File: config.mk
export PLATFORM = sky130hd
export DESIGN_NAME = ssp_pwm_core
export DESIGN_NICKNAME = d
export VERILOG_FILES = /design/src/core/ssp_pkg.sv /design/src/core/ssp_spi_init.sv /design/src/core/ssp_pwm_core.sv
export VERILOG_INCLUDE_DIRS = /design/src /design/src/core
export SDC_FILE = /design/constraint.sdc
export NUM_CORES = 1
export LEC_CHECK = 0
export BUFFER_PORTS_ARGS = -buffer_cell sky130_fd_sc_hd__buf_4
export CAP_MARGIN = 30
export CORE_ASPECT_RATIO = 0.9
export CORE_MARGIN = 1
export CORE_UTILIZATION = 35
export DETAILED_ROUTE_END_ITERATION = 12
export GPL_TIMING_DRIVEN = 0
export PLACE_DENSITY_LB_ADDON = 0.05
export SYNTH_ARGS = -nofsm -noshare
export SYNTH_HDL_FRONTEND = slang
export SYNTH_SLANG_ARGS = --single-unit
File: constraint.sdc
create_clock -name sys_clk -period 6.1 [get_ports sys_clk]
set_input_delay 0.61 -clock sys_clk [delete_from_list [all_inputs] [get_ports sys_clk]]
set_output_delay 0.61 -clock sys_clk [all_outputs]
set_load 0.01 [all_outputs]
File: src/core/ssp_map.svh
// Constants for the six-step PWM commutation controller
// Summary of operation
// Timer period set by half-period compare value
// Up-down count, frequency clock over 2P-1
// New duty command capped at upper limit
// Applied duty never below lower limit
// Duty ramps one count per rate periods
// Blocked rotor timeout disables all PWM
// Startup SPI writes six words, 1 ms gaps
// High side PWM, same-phase low freewheels
// Gate driver inserts 100 ns dead time
// Dead time starts after gate handshake
// Low side complementary to high side
// Hall change raises event, selects step
// Overcurrent cuts cycle, sustained latches off
// Direction sampled only after reset release
// Hall state maps to six patterns, reversible
`ifndef SSP_MAP_SVH
`define SSP_MAP_SVH

`define SSP_SYS_CLK_NS      100
`define SSP_STALL_UNIT      30000
`define SSP_WRITE_WAIT_NS   1000000
`define SSP_WRITE_WAIT_CYC  (`SSP_WRITE_WAIT_NS / `SSP_SYS_CLK_NS)
`define SSP_SPI_HALF        14'h0005
`define SSP_OC_LATCH        4'h8
`define SSP_INIT_LAST       3'h5
`define SSP_SPI_WRITE       1'b0
`define SSP_W0_ADDR         4'h3
`define SSP_W0_DATA         11'h3bf
`define SSP_W2_ADDR         4'h2
`define SSP_W2_DATA         11'h100
`define SSP_W3_ADDR         4'h4
`define SSP_W3_DATA         11'h6ff
`define SSP_W4_ADDR         4'h5
`define SSP_W4_DATA         11'h160
`define SSP_W5_ADDR         4'h6
`define SSP_W5_DATA         11'h683

`endif

File: src/core/ssp_pkg.sv
// Types shared by the six-step PWM commutation controller
package ssp_pkg;

  typedef struct packed {
    logic hallC;
    logic hallB;
    logic hallA;
  } ssp_hall_s;

  typedef struct packed {
    logic [2:0] hi;
    logic [2:0] lo;
  } ssp_gate_s;

  typedef enum logic [3:0] {
    SPI_IDLE  = 4'h1,
    SPI_SHIFT = 4'h2,
    SPI_WAIT  = 4'h4,
    SPI_DONE  = 4'h8
  } ssp_spi_state_e;

  typedef struct packed {
    ssp_spi_state_e st;
    logic [2:0]     idx;
    logic [3:0]     bitIdx;
    logic [13:0]    cnt;
    logic           phase;
    logic           csN;
    logic           sclk;
    logic           mosi;
  } ssp_spi_s;

  typedef struct packed {
    logic [15:0] cnt;
    logic        down;
    logic [15:0] target;
    logic [15:0] duty;
    logic [15:0] applied;
    logic [15:0] rampCnt;
    ssp_hall_s   prevHall;
    logic        hallEvent;
    logic [2:0]  step;
    logic        stepValid;
    logic        dirRev;
    logic        dirTaken;
    logic [14:0] prescale;
    logic [15:0] stallUnits;
    logic        stalled;
    logic        ocCut;
    logic        ocPeriod;
    logic [3:0]  ocRun;
    logic        ocLatched;
    ssp_gate_s   gate;
  } ssp_core_s;

endpackage

File: src/core/ssp_spi_init.sv
// Startup sequencer writing the gate driver configuration over SPI
`timescale 1ns/1ps
`include "ssp_map.svh"
module ssp_spi_init #(
  parameter int WAIT_CYCLES = `SSP_WRITE_WAIT_CYC
) (
  input  wire logic sys_clk,
  input  wire logic rstn,
  output logic      spiCsN,
  output logic      spiSclk,
  output logic      spiMosi,
  output logic      initDone
);
  ssp_pkg::ssp_spi_s s;
  ssp_pkg::ssp_spi_s next_s;

  function automatic logic [15:0] initWord(input logic [2:0] idx);
    case (idx)
      3'h0, 3'h1: initWord = {`SSP_SPI_WRITE, `SSP_W0_ADDR, `SSP_W0_DATA};
      3'h2:       initWord = {`SSP_SPI_WRITE, `SSP_W2_ADDR, `SSP_W2_DATA};
      3'h3:       initWord = {`SSP_SPI_WRITE, `SSP_W3_ADDR, `SSP_W3_DATA};
      3'h4:       initWord = {`SSP_SPI_WRITE, `SSP_W4_ADDR, `SSP_W4_DATA};
      default:    initWord = {`SSP_SPI_WRITE, `SSP_W5_ADDR, `SSP_W5_DATA};
    endcase
  endfunction

  always_comb begin
    logic [15:0] word;
    word = initWord(s.idx);
    next_s = s;
    case (s.st)
      ssp_pkg::SPI_IDLE: begin
        next_s.st = ssp_pkg::SPI_SHIFT;
        next_s.csN = 1'b0;
        next_s.cnt = 14'h0000;
        next_s.phase = 1'b0;
        next_s.bitIdx = 4'hf;
        next_s.mosi = word[15];
      end
      ssp_pkg::SPI_SHIFT: begin
        if (s.cnt == `SSP_SPI_HALF - 14'h0001) begin
          next_s.cnt = 14'h0000;
          next_s.phase = ~s.phase;
          next_s.sclk = ~s.phase;
          if (s.phase && s.bitIdx == 4'h0) begin
            next_s.st = ssp_pkg::SPI_WAIT;
            next_s.csN = 1'b1;
            next_s.mosi = 1'b0;
          end else if (s.phase) begin
            next_s.bitIdx = s.bitIdx - 4'h1;
            next_s.mosi = word[s.bitIdx - 4'h1];
          end
        end else begin
          next_s.cnt = s.cnt + 14'h0001;
        end
      end
      ssp_pkg::SPI_WAIT: begin
        if (s.cnt == 14'(WAIT_CYCLES - 1)) begin
          next_s.cnt = 14'h0000;
          if (s.idx == `SSP_INIT_LAST) begin
            next_s.st = ssp_pkg::SPI_DONE;
          end else begin
            next_s.idx = s.idx + 3'h1;
            next_s.st = ssp_pkg::SPI_IDLE;
          end
        end else begin
          next_s.cnt = s.cnt + 14'h0001;
        end
      end
      ssp_pkg::SPI_DONE: next_s.st = ssp_pkg::SPI_DONE;
      default: next_s.st = ssp_pkg::SPI_IDLE;
    endcase
  end

  always_ff @(posedge sys_clk or negedge rstn) begin
    if (!rstn) begin
      s <= '{st: ssp_pkg::SPI_IDLE, csN: 1'b1, default: '0};
    end else begin
      s <= next_s;
    end
  end

  assign spiCsN = s.csN;
  assign spiSclk = s.sclk;
  assign spiMosi = s.mosi;
  assign initDone = (s.st == ssp_pkg::SPI_DONE);
endmodule

File: src/core/ssp_pwm_core.sv
// Six-step commutation controller with centre-aligned PWM
`timescale 1ns/1ps
`include "ssp_map.svh"
module ssp_pwm_core #(
  parameter int STALL_UNIT_CYC = `SSP_STALL_UNIT,
  parameter int WRITE_WAIT_CYC = `SSP_WRITE_WAIT_CYC
) (
  input  wire logic              sys_clk,
  input  wire logic              rstn,
  input  wire logic [15:0]       halfPeriod,
  input  wire logic [15:0]       dutyCmd,
  input  wire logic              dutyCmdValid,
  input  wire logic [15:0]       dutyUpperLimit,
  input  wire logic [15:0]       dutyLowerLimit,
  input  wire logic [15:0]       rampRateSetting,
  input  wire logic [15:0]       stallTimeout,
  input  wire ssp_pkg::ssp_hall_s hall,
  input  wire logic              dirReverse,
  input  wire logic              ocComp,
  output ssp_pkg::ssp_gate_s     gate,
  output logic                   hallEvent,
  output logic [15:0]            appliedDuty,
  output logic                   stalled,
  output logic                   ocLatched,
  output logic                   initDone,
  output logic                   spiCsN,
  output logic                   spiSclk,
  output logic                   spiMosi
);
  ssp_pkg::ssp_core_s s;
  ssp_pkg::ssp_core_s next_s;

  // Valid hall code to step, bit 3 flags a valid code
  function automatic logic [3:0] hallStep(input ssp_pkg::ssp_hall_s h);
    case (h)
      3'h5:    hallStep = 4'h8;
      3'h4:    hallStep = 4'h9;
      3'h6:    hallStep = 4'ha;
      3'h2:    hallStep = 4'hb;
      3'h3:    hallStep = 4'hc;
      3'h1:    hallStep = 4'hd;
      default: hallStep = 4'h0;
    endcase
  endfunction

  // Step to driven phases: high side carries PWM, its low side freewheels
  function automatic ssp_pkg::ssp_gate_s pattern(input logic [2:0] step,
                                                 input logic       pwm);
    logic [1:0] hiPh;
    logic [1:0] loPh;
    case (step)
      3'h0:    begin hiPh = 2'h0; loPh = 2'h1; end
      3'h1:    begin hiPh = 2'h0; loPh = 2'h2; end
      3'h2:    begin hiPh = 2'h1; loPh = 2'h2; end
      3'h3:    begin hiPh = 2'h1; loPh = 2'h0; end
      3'h4:    begin hiPh = 2'h2; loPh = 2'h0; end
      default: begin hiPh = 2'h2; loPh = 2'h1; end
    endcase
    pattern = '0;
    pattern.hi[hiPh] = pwm;
    pattern.lo[hiPh] = ~pwm;
    pattern.lo[loPh] = 1'b1;
  endfunction

  ssp_spi_init #(
    .WAIT_CYCLES(WRITE_WAIT_CYC)
  ) u_spi (
    .sys_clk  (sys_clk),
    .rstn     (rstn),
    .spiCsN   (spiCsN),
    .spiSclk  (spiSclk),
    .spiMosi  (spiMosi),
    .initDone (initDone)
  );

  always_comb begin
    logic       pStart;
    logic       enable;
    logic       pwm;
    logic [3:0] hs;
    logic [2:0] st;
    logic [3:0] run;
    logic       rev;
    pStart = (s.cnt == 16'h0000) && !s.down;
    pwm = 1'b0;
    // First edge after reset uses the pin, before the capture lands
    rev = s.dirTaken ? s.dirRev : dirReverse;
    enable = initDone && !s.stalled && !s.ocLatched && s.stepValid;
    hs = hallStep(hall);
    st = hs[2:0];
    run = s.ocRun + 4'h1;
    next_s = s;
    next_s.prevHall = hall;
    next_s.hallEvent = (hall != s.prevHall);
    if (!s.dirTaken) begin
      next_s.dirRev = dirReverse;
      next_s.dirTaken = 1'b1;
    end
    if (!s.down) begin
      if (s.cnt >= halfPeriod - 16'h0001) begin
        next_s.down = 1'b1;
      end else begin
        next_s.cnt = s.cnt + 16'h0001;
      end
    end else if (s.cnt <= 16'h0001) begin
      next_s.cnt = 16'h0000;
      next_s.down = 1'b0;
    end else begin
      next_s.cnt = s.cnt - 16'h0001;
    end
    if (dutyCmdValid) begin
      next_s.target = (dutyCmd > dutyUpperLimit) ? dutyUpperLimit
                                                 : dutyCmd;
    end
    if (pStart) begin
      if (s.rampCnt + 16'h0001 >= rampRateSetting) begin
        next_s.rampCnt = 16'h0000;
        if (s.duty < s.target) begin
          next_s.duty = s.duty + 16'h0001;
        end else if (s.duty > s.target) begin
          next_s.duty = s.duty - 16'h0001;
        end
      end else begin
        next_s.rampCnt = s.rampCnt + 16'h0001;
      end
    end
    next_s.applied = (s.duty < dutyLowerLimit) ? dutyLowerLimit
                                               : s.duty;
    if (hall != s.prevHall) begin
      next_s.stepValid = hs[3];
      if (rev) begin
        next_s.step = (st >= 3'h3) ? st - 3'h3 : st + 3'h3;
      end else begin
        next_s.step = st;
      end
    end
    if (s.hallEvent || !enable || s.applied == 16'h0000) begin
      next_s.prescale = 15'h0000;
      next_s.stallUnits = 16'h0000;
    end else if (s.prescale == 15'(STALL_UNIT_CYC - 1)) begin
      next_s.prescale = 15'h0000;
      next_s.stallUnits = s.stallUnits + 16'h0001;
    end else begin
      next_s.prescale = s.prescale + 15'h0001;
    end
    if (stallTimeout != 16'h0000 && s.stallUnits >= stallTimeout) begin
      next_s.stalled = 1'b1;
    end
    if (pStart) begin
      next_s.ocCut = 1'b0;
      next_s.ocPeriod = 1'b0;
      next_s.ocRun = s.ocPeriod ? run : 4'h0;
      if (s.ocPeriod && run >= `SSP_OC_LATCH) begin
        next_s.ocLatched = 1'b1;
      end
    end
    if (ocComp) begin
      next_s.ocCut = 1'b1;
      next_s.ocPeriod = 1'b1;
    end
    pwm = (s.cnt < s.applied) && !s.ocCut && !ocComp;
    next_s.gate = enable ? pattern(s.step, pwm) : '0;
  end

  always_ff @(posedge sys_clk or negedge rstn) begin
    if (!rstn) begin
      s <= '0;
    end else begin
      s <= next_s;
    end
  end

  assign gate = s.gate;
  assign hallEvent = s.hallEvent;
  assign appliedDuty = s.applied;
  assign stalled = s.stalled;
  assign ocLatched = s.ocLatched;
endmodule

==> results of run 1 <==
-- power by group --
group | leakage [nW] | switching [W] | internal, W
Sequential | 2.01 | 0.000146 | 0.00117
Combinational | 4.77 | 0.000581 | 0.000446
Clock | 0.313 | 0.000485 | 0.000743
-- logic make-up (layout without fill, tap and decap cells) --
family,after synthesis,in the layout
AND/OR/NAND/NOR,464,464
other,1,1
AO/OA/AOI/OAI,281,281
adder cells (fa/ha/maj),144,144
flip-flops,164,164
multiplexers,57,57
buffers and inverters,180,347
XOR/XNOR,96,96
-- Yosys cell counts (21+ instances only) --
cell / n
ha_1: 143
nand3_1: 46
nand2_1: 109
buf_4: 25
mux2i_1: 22
nand4_1: 30
inv_1: 121
o21ai_0: 63
dfrtp_1: 162
nor4_1: 21
nor3_1: 22
xor2_1: 45
a21o_1: 27
clkbuf_1: 28
a21oi_1: 76
nor2_1: 117
xnor2_1: 51
-- metrics by stage --
| stage | utilization, % | worst slack [ns] | instance area (µm²) | cells | hold slack [ns] |
|---|---|---|---|---|---|
| floorplan | - | 1.84 | 12300 | 1387 | 0.314 |
| global placement | 40.4 | 0.815 | 13900 | 1981 | 0.448 |
| detailed placement | 40.6 | 1.74 | 13900 | 1984 | 0.461 |
| CTS | 42.5 | 1.92 | 14600 | 2016 | 0.0939 |
| global route | 42.5 | 1.62 | 14600 | 2016 | 0.104 |
| finish | 42.5 | 1.95 | 14600 | 2016 | 0.0814 |
-- critical path: cells and delay by family, from the launching register on --
kind                       cells  cell delay [ns]
and+or+nand+nor                3             0.87
xor gates and xnor gates       1             0.10
muxes                          1             0.26
adders and majority gates      2             0.64
DFF                            1             0.45
buffers and inverters          1             0.21
AOI/OAI and AO/OA              6             1.52
-- state kept, by name, summed over array words and instances, names as in the netlist --
signal and cells:
hallEvent 1, u_spi.s 26, u_spi.spiMosi 1, u_spi.spiCsN 1, gate 6, u_spi.spiSclk 1
appliedDuty 16, s 110, stalled 1, ocLatched 1
-- layer usage --
layer	wire [µm]	GRT usage (%)	part of all wire, %	vias up
met1	16000	26.1	51	4753
met2	13900	28.6	44	118
li1	-	-	-	5207
met4	309	3.60	0.98	2
met5	13	0	0.041	-
met3	1270	4.20	4.0	17
-- how the worst max path moves through the flow --
stage                          to  slack (ns)  cells past startpoint
2_1_floorplan   s[99]$_DFFE_PN0P_        1.84                     13
3_3_place_gp    s[99]$_DFFE_PN0P_        0.82                     13
3_5_place_dp   s[126]$_DFFE_PN0P_        1.74                     14
4_1_cts         s[99]$_DFFE_PN0P_        1.92                     14
5_1_grt         s[99]$_DFFE_PN0P_        1.62                     14
6_report        s[99]$_DFFE_PN0P_        1.95                     14
-- final cells by class --
cell class,count,area (µm²)
fill,3473,19700
multi-input combinational,1043,7430
sequential,164,4110
timing repair buffer,135,1050
tap,462,578
inverter,121,454
clock buffer,18,439
buffer,59,329
clock inverter,14,225
==> results.md, run 1 <==
* Status: complete, no violations
* Worst Max-Slew Pin Slew at 0.902 ns
* Setup repair after global routing missed its margin: false
* Number of synthesized flops with an enable pin at 0
* Antenna diodes at 0
* CTS-repair resized insts at 0
* Post-CTS Hold Buffers at 0
* Ports at approximately 130
* Reg2reg end: s[99]$_DFFE_PN0P_
* Total track usage at 18.4%
* Postcts setup bufs at 0
* Synth-to-layout area growth at 18.6%
* DR pass1 iterations at 5
* Syn nets at 1635
* Power per cell area at 244 nW/µm²
* Die area at 36000 µm²
* First-pass GRT wire length at 52.7 mm
* Crit. Startpoint: s[101]$_DFFE_PN0P_
* Critical path class: flip-flop to flip-flop
* Fin nets at approximately 1800
* Detail Route Antenna Nets at 0
* Final hold viol count at 0
* XOR/XNOR Fraction of Synth Area at 6.83%
* Initial core utilization at 35.9%
* Synth Area per Inst at approximately 9 µm²
* Most used cells in the layout excluding fill and tap cells: dfrtp_1 (162), buf_4 (156), ha_1 (143), inv_1 (121), nor2_1 (117)
* Clock buffer depth at 2
* Ys Warns at 0
* Most common cell after layout, fill and taps aside: dfrtp_1
* Cells on worst reg2reg path at 14
* Row Count at between 60 and 70
* Yosys top cell by area: dfrtp_1
* Netlist Area Pre-Place at roughly 12000 µm²
* Mux share of post-synthesis cell area at approximately 5.1%
* Min Tclk post-route at 4.15 ns
* Cells after Synth at 1387
* Crit-path max FO at 16
* Sequential-to-total area share from yosys stat at about a third
* GP Congestion at 0.792
* Number of port buffers at 132
* DRC at 0
* R2R Path Start: s[101]$_DFFE_PN0P_
* Share of layout cells above drive strength 1 at 15.4%
* Leakage power at a little over 7 nW
* Synth Area in Adders at 14.7%
* Clk sinks at about 160
* Combinational family with the most area after synthesis: simple AND/OR/NAND/NOR gates
* Initial DRC Count at 451
* Worst slew margin at 39.3%
* Vias/cell at 5.01
* WL per Instance at 15.6 µm
* Ys flop type: dfrtp_1
* Setup TNS at 0 ns
* Worst min-delay path class: input port to asynchronous set/reset pin
* Share of the synthesized area in the top cell type at around 33%
* Worst Setup End Kind: flip-flop
* Total Wirelength at 31.4 mm
* Data required, critical path at 6.42 ns
* Max Cap Viol at 0
* Synth Area in Compound Gates at 14.5%
* Die Y at 180 µm
* GR Overflow Total at 0
* Hpwl dp at 24.5 mm
* Skew final at 0.00821 ns
* H-tree levels at 4
* Worst-Skew Late Latency at 0.43 ns
* Period utilisation layout at between 60 and 70%
* Cell repeated most along the worst path: ha_1
* Achievable Freq at 0.241 GHz
* Initial antenna violation count at 1
* Vias in the first global route at around 10000
* Slew Viols, Final at 0
* Root Driver: clkbuf_16
* Crit-path slowest cell: dfrtp_1
* Synth unique cells at 76
* # setup viols final at 0
* Post-Synth Simple-Gate Area at between 10% and 20%
* Ys async rst share at 100%
* Clock-pin slew on the worst setup and hold paths at 0.07 ns
* Core area at 34400 µm²
* Crit path launch type: flip-flop
* Cts bufs inserted at 17
* Largest stage delay, worst path at 0.45 ns
* Largest net degree at the start of global routing at 111
* CTS tree: yes
* Worst Path Arrival at 4.47 ns
* CP Cell Sequence: ha_1, nand4_1, or2_1, or3_1, o221ai_2, buf_8, ha_1, a21o_1, a211oi_1, o21ai_1, a211o_1, a21oi_1, xnor2_1, mux2_2
* Peak supply drop at 0.204 mV
* R2r setup slk at 1.95 ns
* Die X at about 200 µm
* Synth top area cells: dfrtp_1 (33%), ha_1 (15%), inv_1 (3.7%)
* Vias at 10100
* Total power at 0.00357 W
* Synthesis-stage register bit count at 164
No activity file was read; power rests on OpenSTA's default activity.
==> run 2: changes to the inputs <==
--- a/config.mk
+++ b/config.mk
@@ -6,6 +6,7 @@
 export SDC_FILE = /design/constraint.sdc
 export NUM_CORES = 1
 export LEC_CHECK = 0
+export ABC_AREA = 1
 export BUFFER_PORTS_ARGS = -buffer_cell sky130_fd_sc_hd__buf_4
 export CAP_MARGIN = 30
 export CORE_ASPECT_RATIO = 0.9
==> constraint.sdc (replaced) <==
create_clock -name sys_clk -period 4.05 [get_ports sys_clk]
set_input_delay 0.405 -clock sys_clk [delete_from_list [all_inputs] [get_ports sys_clk]]
set_output_delay 0.405 -clock sys_clk [all_outputs]
set_load 0.01 [all_outputs]
==> results.md, run 2 <==
* Data required, critical path at 4.37 ns (was 6.42 ns)
* Synth-to-layout area growth at 17.3% (was 18.6%)
* Vias/cell at 4.74 (was 5.01)
* Power per cell area at 305 nW/µm² (was 244 nW/µm²)
* Initial DRC Count at 469 (was 451)
* Max Cap Viol at 0 (unchanged)
* Die Y at 184 µm (was 180 µm)
* Combinational family with the most area after synthesis: simple AND/OR/NAND/NOR gates (unchanged)
* Synthesis-stage register bit count at 164 (unchanged)
* Setup TNS at 0 ns (unchanged)
* Most used cells in the layout excluding fill and tap cells: nand2_1 (417), inv_1 (271), dfrtp_1 (162), buf_4 (154), ha_1 (143) (was dfrtp_1 (162), buf_4 (156), ha_1 (143), inv_1 (121), nor2_1 (117))
* Leakage power at 7.78 nW (was 7.10 nW)
* Worst Path Arrival at 3.85 ns (was 4.47 ns)
* Die X at 204 µm (was 200 µm)
* Max FFs per register at 110 (unchanged)
* CTS tree: yes (unchanged)
* Crit-path slowest cell: dfrtp_1 (unchanged)
* Worst Max-Slew Pin Slew at 0.619 ns (was 0.902 ns)
* Yosys top cell by area: dfrtp_1 (unchanged)
* Largest net degree at the start of global routing at 99 (was 111)
* Ys Warns at 0 (unchanged)
* DRC at 0 (unchanged)
* Achievable Freq at 0.283 GHz (was 0.241 GHz)
* Crit-path max FO at 10 (was 16)
* Slew Viols, Final at 0 (unchanged)
* Cell with the most instances after synthesis: nand2_1 (was dfrtp_1)
* Min Tclk post-route at 3.53 ns (was 4.15 ns)
* Critical path class: flip-flop to flip-flop (unchanged)
* Largest stage delay, worst path at 0.43 ns (was 0.45 ns)
* Worst Setup End Kind: flip-flop (unchanged)
* Period utilisation layout at 87.2% (was 68.0%)
* Vias at 11400 (was 10100)
* Worst slew margin at 58.6% (was 39.3%)
* Fin nets at 2169 (was 1789)
* Cells after Synth at 1769 (was 1387)
* Util after Layout at 41.8% (was 42.5%)
* XOR/XNOR Fraction of Synth Area at 4.42% (was 6.83%)
* Antenna diodes at 0 (unchanged)
* Number of synthesized flops with an enable pin at 0 (unchanged)
* WL per Instance at 13.5 µm (was 15.6 µm)
* Met3 Routed Length at 980 µm (was 1.27 mm)
* Share of layout cells above drive strength 1 at 13.0% (was 15.4%)
* Netlist Area Pre-Place at 12900 µm² (was 12300 µm²)
* Final hold viol count at 0 (unchanged)
* Postcts setup bufs at 0 (unchanged)
* Cell repeated most along the worst path: nand2_1 (was ha_1)
* Ys flop type: dfrtp_1 (unchanged)
* R2R Path Start: s[55]$_DFFE_PN0P_ (was s[101]$_DFFE_PN0P_)
* Worst min-delay path class: input port to flip-flop (was input port to asynchronous set/reset pin)
* Most common cell after layout, fill and taps aside: nand2_1 (was dfrtp_1)
* Status: complete, no violations (unchanged)
* Buffer and inverter count on the worst path at 2 (was 1)
* Synth top area cells: dfrtp_1 (31%), ha_1 (14%), nand2_1 (12%) (was dfrtp_1 (33%), ha_1 (15%), inv_1 (3.7%))
* Initial antenna violation count at 0 (was 1)
* CP Cell Sequence: ha_1, nand3_1, nor3_2, nand3_1, nor2_1, nand2_1, xor2_1, inv_1, ha_1, nand2_1, nor4_2, nand2_1, nand3_1, clkinv_1, nand2_1, o21ai_1 (was ha_1, nand4_1, or2_1, or3_1, o221ai_2, buf_8, ha_1, a21o_1, a211oi_1, o21ai_1, a211o_1, a21oi_1, xnor2_1, mux2_2)
* Reg2reg end: s[70]$_DFFE_PN0P_ (was s[99]$_DFFE_PN0P_)
* Total Wirelength at 32.6 mm (was 31.4 mm)
* Crit path launch type: flip-flop (unchanged)
* GP Congestion at 0.880 (was 0.792)
* Synth Area in Adders at 14.0% (was 14.7%)
* Synth Area in Compound Gates at 11.1% (was 14.5%)
* Clock-pin slew on the worst setup and hold paths at 0.06 ns (was 0.07 ns)
* First-pass GRT wire length at 54.5 mm (was 52.7 mm)
* Die area at 37600 µm² (was 36000 µm²)
* Total track usage at 18.1% (was 18.4%)
* Synth Area per Inst at 7.29 µm² (was 8.88 µm²)
* Worst-Skew Late Latency at 0.44 ns (was 0.43 ns)
* Sequential-to-total area share from yosys stat at 31.8% (was 33.3%)
* Root Driver: clkbuf_16 (unchanged)
* H-tree levels at 4 (unchanged)
* Core area at 36200 µm² (was 34400 µm²)
* Row Count at 66 (was 64)
* Hold Path Stages at 1
* Clk sinks at 164 (unchanged)
* Hpwl dp at 26.5 mm (was 24.5 mm)
* Max Used Layer: met4 (was met5)
* Syn nets at 2017 (was 1635)
* Post-Synth Simple-Gate Area at 27.8% (was 19.1%)
* R2r setup slk at 0.52 ns (was 1.95 ns)
* Initial core utilization at 35.6% (was 35.9%)
* Vias in the first global route at 11100 (was 10200)
* Cells on worst reg2reg path at 16 (was 14)
* Ports at 133 (unchanged)
* Worst Hold Endpoint: s[53]$_DFF_PN0_
* Cts bufs inserted at 17 (unchanged)
* # setup viols final at 0 (unchanged)
* Clock buffer depth at 2 (unchanged)
* GR Overflow Total at 0 (unchanged)
* Top reg by flops: s (unchanged)
* Number of port buffers at 131 (was 132)
* Crit-path leading delay family: simple AND/OR/NAND/NOR gates (was compound AO/OA/AOI/OAI gates)
* Synth unique cells at 53 (was 76)
* Met2 WL post-DR at 14.9 mm (was 13.9 mm)
* Hold Crit Start: hall[1]
* M1 WL at 16.1 mm (was 16.0 mm)
* Skew final at 0.0142 ns (was 0.00821 ns)
* Peak supply drop at 0.260 mV (was 0.204 mV)
* Ys async rst share at 100% (unchanged)
* Layout fillers at 3757 (was 3473)
* Synth top cells by count: nand2_1 (417), inv_1 (271), dfrtp_1 (162) (was dfrtp_1 (162), ha_1 (143), inv_1 (121))
* Share of the synthesized area in the top cell type at 31.4% (was 32.9%)
* Setup repair after global routing missed its margin: false (unchanged)
* Detail Route Antenna Nets at 0 (unchanged)
* Mux share of post-synthesis cell area at 0.0873% (was 5.08%)
* DR pass1 iterations at 5 (unchanged)
run 2: cell types whose count changed in the layout (fill, tap and decap cells not counted), moves of 24 or more:
cell | previous run | this run
a21o_1 | 27 | 3
a21oi_1 | 76 | 113
inv_1 | 121 | 271
nand2_1 | 109 | 417
nand3_1 | 46 | 126
o21ai_0 | 63 | 109
xnor2_1 | 51 | 24
run 2: area by class of cell:
cell class	instances	area [µm²]	share of cell area, %
timing repair buffer	133	1030	6.80
multi-input combinational	1277	7420	49.0
buffer	48	319	2.11
clock buffer	24	482	3.18
clock inverter	8	124	0.819
tap	476	596	3.94
sequential	164	4110	27.1
inverter	280	1050	6.97
run 2: how the worst max path moves through the flow:
stage / from / end / slack (ns) / cells past startpoint
after global routing: s[55]$_DFFE_PN0P_ / s[70]$_DFFE_PN0P_ / 0.01 / 16
after floorplan: s[55]$_DFFE_PN0P_ / s[70]$_DFFE_PN0P_ / 1.22 / 16
after detailed placement: s[55]$_DFFE_PN0P_ / s[70]$_DFFE_PN0P_ / 0.28 / 16
after global placement: s[55]$_DFFE_PN0P_ / s[65]$_DFFE_PN0P_ / 0.32 / 16
final: s[55]$_DFFE_PN0P_ / s[70]$_DFFE_PN0P_ / 0.52 / 16
after CTS: s[55]$_DFFE_PN0P_ / s[70]$_DFFE_PN0P_ / 0.29 / 16
run 2: timing repair:
item,4_1_cts,5_1_grt
resized for setup,0,1
endpoints found under the hold margin,66,0
hold buffers,1,0
endpoints found under the setup margin,0,10
run 2: layer usage:
layer	vias to the layer above	global-route usage (%)
met5	-	0
met4	0	4.96
met3	27	2.98
met2	166	29.9
met1	5154	24.4
li1	6086	-
run 2: kinds of logic after synthesis:
kind of cell / Yosys count
simple gates: 798
buf+inv: 328
compound gates: 268
flops: 164
fa+ha+maj: 144
xor+xnor: 65
other cells: 1
mux: 1
run 2: metrics by stage:
| step | total power, W | hold slack (ns) | area [µm²] | instances | worst slack [ns] |
|---|---|---|---|---|---|
| floorplan | 0.00260 | 0.109 | 12900 | 1769 | 1.22 |
| global placement | 0.00295 | 0.466 | 14500 | 2376 | 0.322 |
| detailed placement | 0.00297 | 0.400 | 14500 | 2377 | 0.278 |
| CTS | 0.00470 | 0.128 | 15100 | 2410 | 0.287 |
| global route | 0.00495 | 0.134 | 15100 | 2410 | 0.0140 |
| finish | 0.00462 | 0.154 | 15100 | 2410 | 0.517 |
run 2: worst register-to-register path: cells and delay by family, from the launching register on:
family / cells / cell delay [ns]
buffers and inverters: 2 / 0.40
DFF: 1 / 0.43
adders and majority gates: 2 / 0.48
and+or+nand+nor: 10 / 1.80
xor gates and xnor gates: 1 / 0.22
AOI/OAI and AO/OA: 1 / 0.09
run 2: where the power goes:
group / switching, W / leakage [nW] / internal [W]
logic: 0.000617 / 5.37 / 0.000431
registers: 0.000143 / 2.12 / 0.00174
clock network: 0.000672 / 0.290 / 0.00102
total: 0.00143 / 7.78 / 0.00319
==> run 3: changes to the inputs <==
--- a/config.mk
+++ b/config.mk
@@ -14,7 +14,7 @@
 export CORE_UTILIZATION = 35
 export DETAILED_ROUTE_END_ITERATION = 12
 export GPL_TIMING_DRIVEN = 0
-export PLACE_DENSITY_LB_ADDON = 0.05
+export HOLD_SLACK_MARGIN = 0.05
 export SYNTH_ARGS = -nofsm -noshare
 export SYNTH_HDL_FRONTEND = slang
 export SYNTH_SLANG_ARGS = --single-unit
==> results.md, run 3 (same netlist as run 2, synthesis figures left out) <==
* Status: complete, no violations (unchanged)
* Setup TNS at 0 ns (unchanged)
* Initial antenna violation count at 0 (unchanged)
* First-pass GRT wire length at 53.7 mm (was 54.5 mm)
* Clock-pin slew on the worst setup and hold paths at 0.07 ns (was 0.06 ns)
* Data required, critical path at 4.36 ns (was 4.37 ns)
* Final hold viol count at 0 (unchanged)
* Slew Viols, Final at 0 (unchanged)
* GP Congestion at 0.892 (was 0.880)
* Setup repair after global routing missed its margin: false (unchanged)
* GR Overflow Total at 0 (unchanged)
* Number of port buffers at 131 (unchanged)
* Die area at 37600 µm² (unchanged)
* # setup viols final at 0 (unchanged)
* Switching Share at 32.5% (was 31.0%)
* Achievable Freq at 0.271 GHz (was 0.283 GHz)
* Layout fillers at 3727 (was 3757)
* CTS tree: yes (unchanged)
* Clock buffer depth at 2 (unchanged)
* Synth-to-layout area growth at 17.0% (was 17.3%)
* Worst-Skew Late Latency at 0.44 ns (about the same)
* Hpwl dp at 25.7 mm (was 26.5 mm)
* Most common cell after layout, fill and taps aside: nand2_1 (unchanged)
* Switching pwr at 0.00148 W (was 0.00143 W)
* Share of layout cells above drive strength 1 at 13.0% (about the same)
* Die Y at 184 µm (unchanged)
* Multi-input gate area at 7410 µm² (was 7420 µm²)
* DR pass1 iterations at 5 (unchanged)
* Period utilisation layout at 91.0% (was 87.2%)
* CP Cell Sequence: ha_1, nand3_1, nor3_2, nand3_1, nor2_1, nand2_1, xor2_1, inv_1, ha_1, nand2_1, nor4_1, nand2_1, nand3_1, clkinvlp_4, nand2_1, o21ai_1 (was ha_1, nand3_1, nor3_2, nand3_1, nor2_1, nand2_1, xor2_1, inv_1, ha_1, nand2_1, nor4_2, nand2_1, nand3_1, clkinv_1, nand2_1, o21ai_1)
* Post-place instance area at 14500 µm² (unchanged)
* Power per cell area at 302 nW/µm² (was 305 nW/µm²)
* Most used cells in the layout excluding fill and tap cells: nand2_1 (417), inv_1 (271), dfrtp_1 (162), buf_4 (154), ha_1 (143) (unchanged)
* Total track usage at 17.6% (was 18.1%)
* Max Cap Viol at 0 (unchanged)
* Peak supply drop at 0.219 mV (was 0.260 mV)
* Root Driver: clkbuf_16 (unchanged)
* Vias at 11700 (was 11400)
* Core area at 36200 µm² (unchanged)
* H-tree levels at 4 (unchanged)
* Fin cells at 2408 (was 2410)
* Vias in the first global route at 11300 (was 11100)
* Initial core utilization at 35.6% (unchanged)
* Fin nets at 2169 (unchanged)
* Critical path class: flip-flop to flip-flop (unchanged)
* Die X at 204 µm (unchanged)
* Worst slew margin at 53.4% (was 58.6%)
* Worst min-delay path class: input port to flip-flop (unchanged)
* Top reg by flops: s (unchanged)
* Place WS at 0.360 ns (was 0.278 ns)
* Min Tclk post-route at 3.69 ns (was 3.53 ns)
* Crit-path max FO at 10 (unchanged)
* Cts bufs inserted at 17 (unchanged)
* Final setup margin at 0.363 ns (was 0.517 ns)
* Total power at 0.00456 W (was 0.00462 W)
* Clk sinks at 164 (unchanged)
* WL per Instance at 13.4 µm (was 13.5 µm)
* Worst Max-Slew Pin Slew at 0.697 ns (was 0.619 ns)
* Antenna diodes at 0 (unchanged)
* Crit-path slowest cell: dfrtp_1 (unchanged)
* Seq pwr share at 41.3% (was 40.7%)
* Largest stage delay, worst path at 0.45 ns (was 0.43 ns)
* Leakage power at 7.76 nW (was 7.78 nW)
* Comb pwr share at 23.3% (was 22.7%)
* Largest net degree at the start of global routing at 117 (was 99)
* Cell repeated most along the worst path: nand2_1 (unchanged)
* Placed cells at 2377 (unchanged)
* Clock power share at 35.4% (was 36.6%)
* Total Wirelength at 32.3 mm (was 32.6 mm)
* Pint at 0.00308 W (was 0.00319 W)
* Worst Path Arrival at 4.00 ns (was 3.85 ns)
* Worst Setup End Kind: flip-flop (unchanged)
* Sequential Area at 4110 µm² (unchanged)
* Detail Route Antenna Nets at 0 (unchanged)
* Vias/cell at 4.87 (was 4.74)
* Max FFs per register at 110 (unchanged)
* Row Count at 66 (unchanged)
* Skew final at 0.0174 ns (was 0.0142 ns)
* Initial DRC Count at 643 (was 469)
* Crit path launch type: flip-flop (unchanged)
* Cell area after layout at 15100 µm² (about the same)
* Ports at 133 (unchanged)
* DRC at 0 (unchanged)
## run 3: cell types whose count changed in the layout (fill, tap and decap cells not counted)
cell / change
bufinv_16: -1
nor4_2: -1
clkinv_2: -1
inv_6: +1
clkbuf_8: -3
clkbuf_1: -2
clkinvlp_4: +1
clkinv_4: +4
nor4_1: +1
clkinv_1: -1
## run 3: area by class of cell
| cell class | count | share of cell area, % |
|---|---|---|
| Timing Repair Buffer | 133 | 6.82 |
| Inverter | 280 | 7.02 |
| Clock inverter | 11 | 0.879 |
| Sequential cell | 164 | 27.2 |
| Clock buffer | 19 | 2.87 |
| Multi-Input combinational cell | 1277 | 49.1 |
| Tap cell | 476 | 3.95 |
| Buffer | 48 | 2.11 |
## run 3: power groups by stage
stage          registers (W)  logic, W  clock network [W]
2_1_floorplan        0.00186  0.000746                  0
3_3_place_gp         0.00191   0.00102                  0
3_5_place_dp         0.00191   0.00106                  0
4_1_cts              0.00188   0.00107            0.00165
5_1_grt              0.00190   0.00123            0.00172
6_report             0.00188   0.00106            0.00161
## run 3: worst paths after layout
path	cells past startpoint	startpoint	endpoint	slack (ns)
worst min register to register	1	s[30]$_DFF_PN0_	s[30]$_DFF_PN0_	0.46
worst max register to register	16	s[55]$_DFFE_PN0P_	s[65]$_DFFE_PN0P_	0.36
worst max-delay path	16	s[55]$_DFFE_PN0P_	s[65]$_DFFE_PN0P_	0.36
worst min-delay path	1	hall[1]	s[53]$_DFF_PN0_	0.13
max in group asynchronous	3	rstn	s[87]$_DFFE_PN0P_	2.65
min in group asynchronous	2	rstn	u_spi.spiMosi$_DFFE_PN0P_	0.46
## run 3: per-layer routing
| layer | track usage [%] | part of all wire, % | routed length (µm) |
|---|---|---|---|
| met1 | 23.7 | 48 | 15600 |
| met2 | 29.2 | 46 | 14900 |
| met3 | 2.38 | 3.8 | 1240 |
| met4 | 5.13 | 1.8 | 597 |
| met5 | 0 | 0 | 0 |
## run 3: per-stage QoR
step	util, %	hold WS [ns]
3_5_place_dp	40.1	0.344
6_report	41.7	0.127
5_1_grt	41.7	0.114
2_1_floorplan	-	0.109
3_3_place_gp	40.0	0.449
4_1_cts	41.7	0.111
## run 3: timing repair
action | in CTS | in global routing
endpoints found under the setup margin | 0 | 5
hold buffers | 1 | 0
setup buffers | 0 | 0
gates resized for setup | 0 | 1
hold endpoints to repair | 47 | 0
## run 3: critical path: cells and delay by family, from the launching register on
family | cells | cell delay [ns]
flops | 1 | 0.45
compound gates | 1 | 0.08
buf+inv | 2 | 0.40
fa+ha+maj | 2 | 0.48
xor+xnor | 1 | 0.22
simple gates | 10 | 1.92
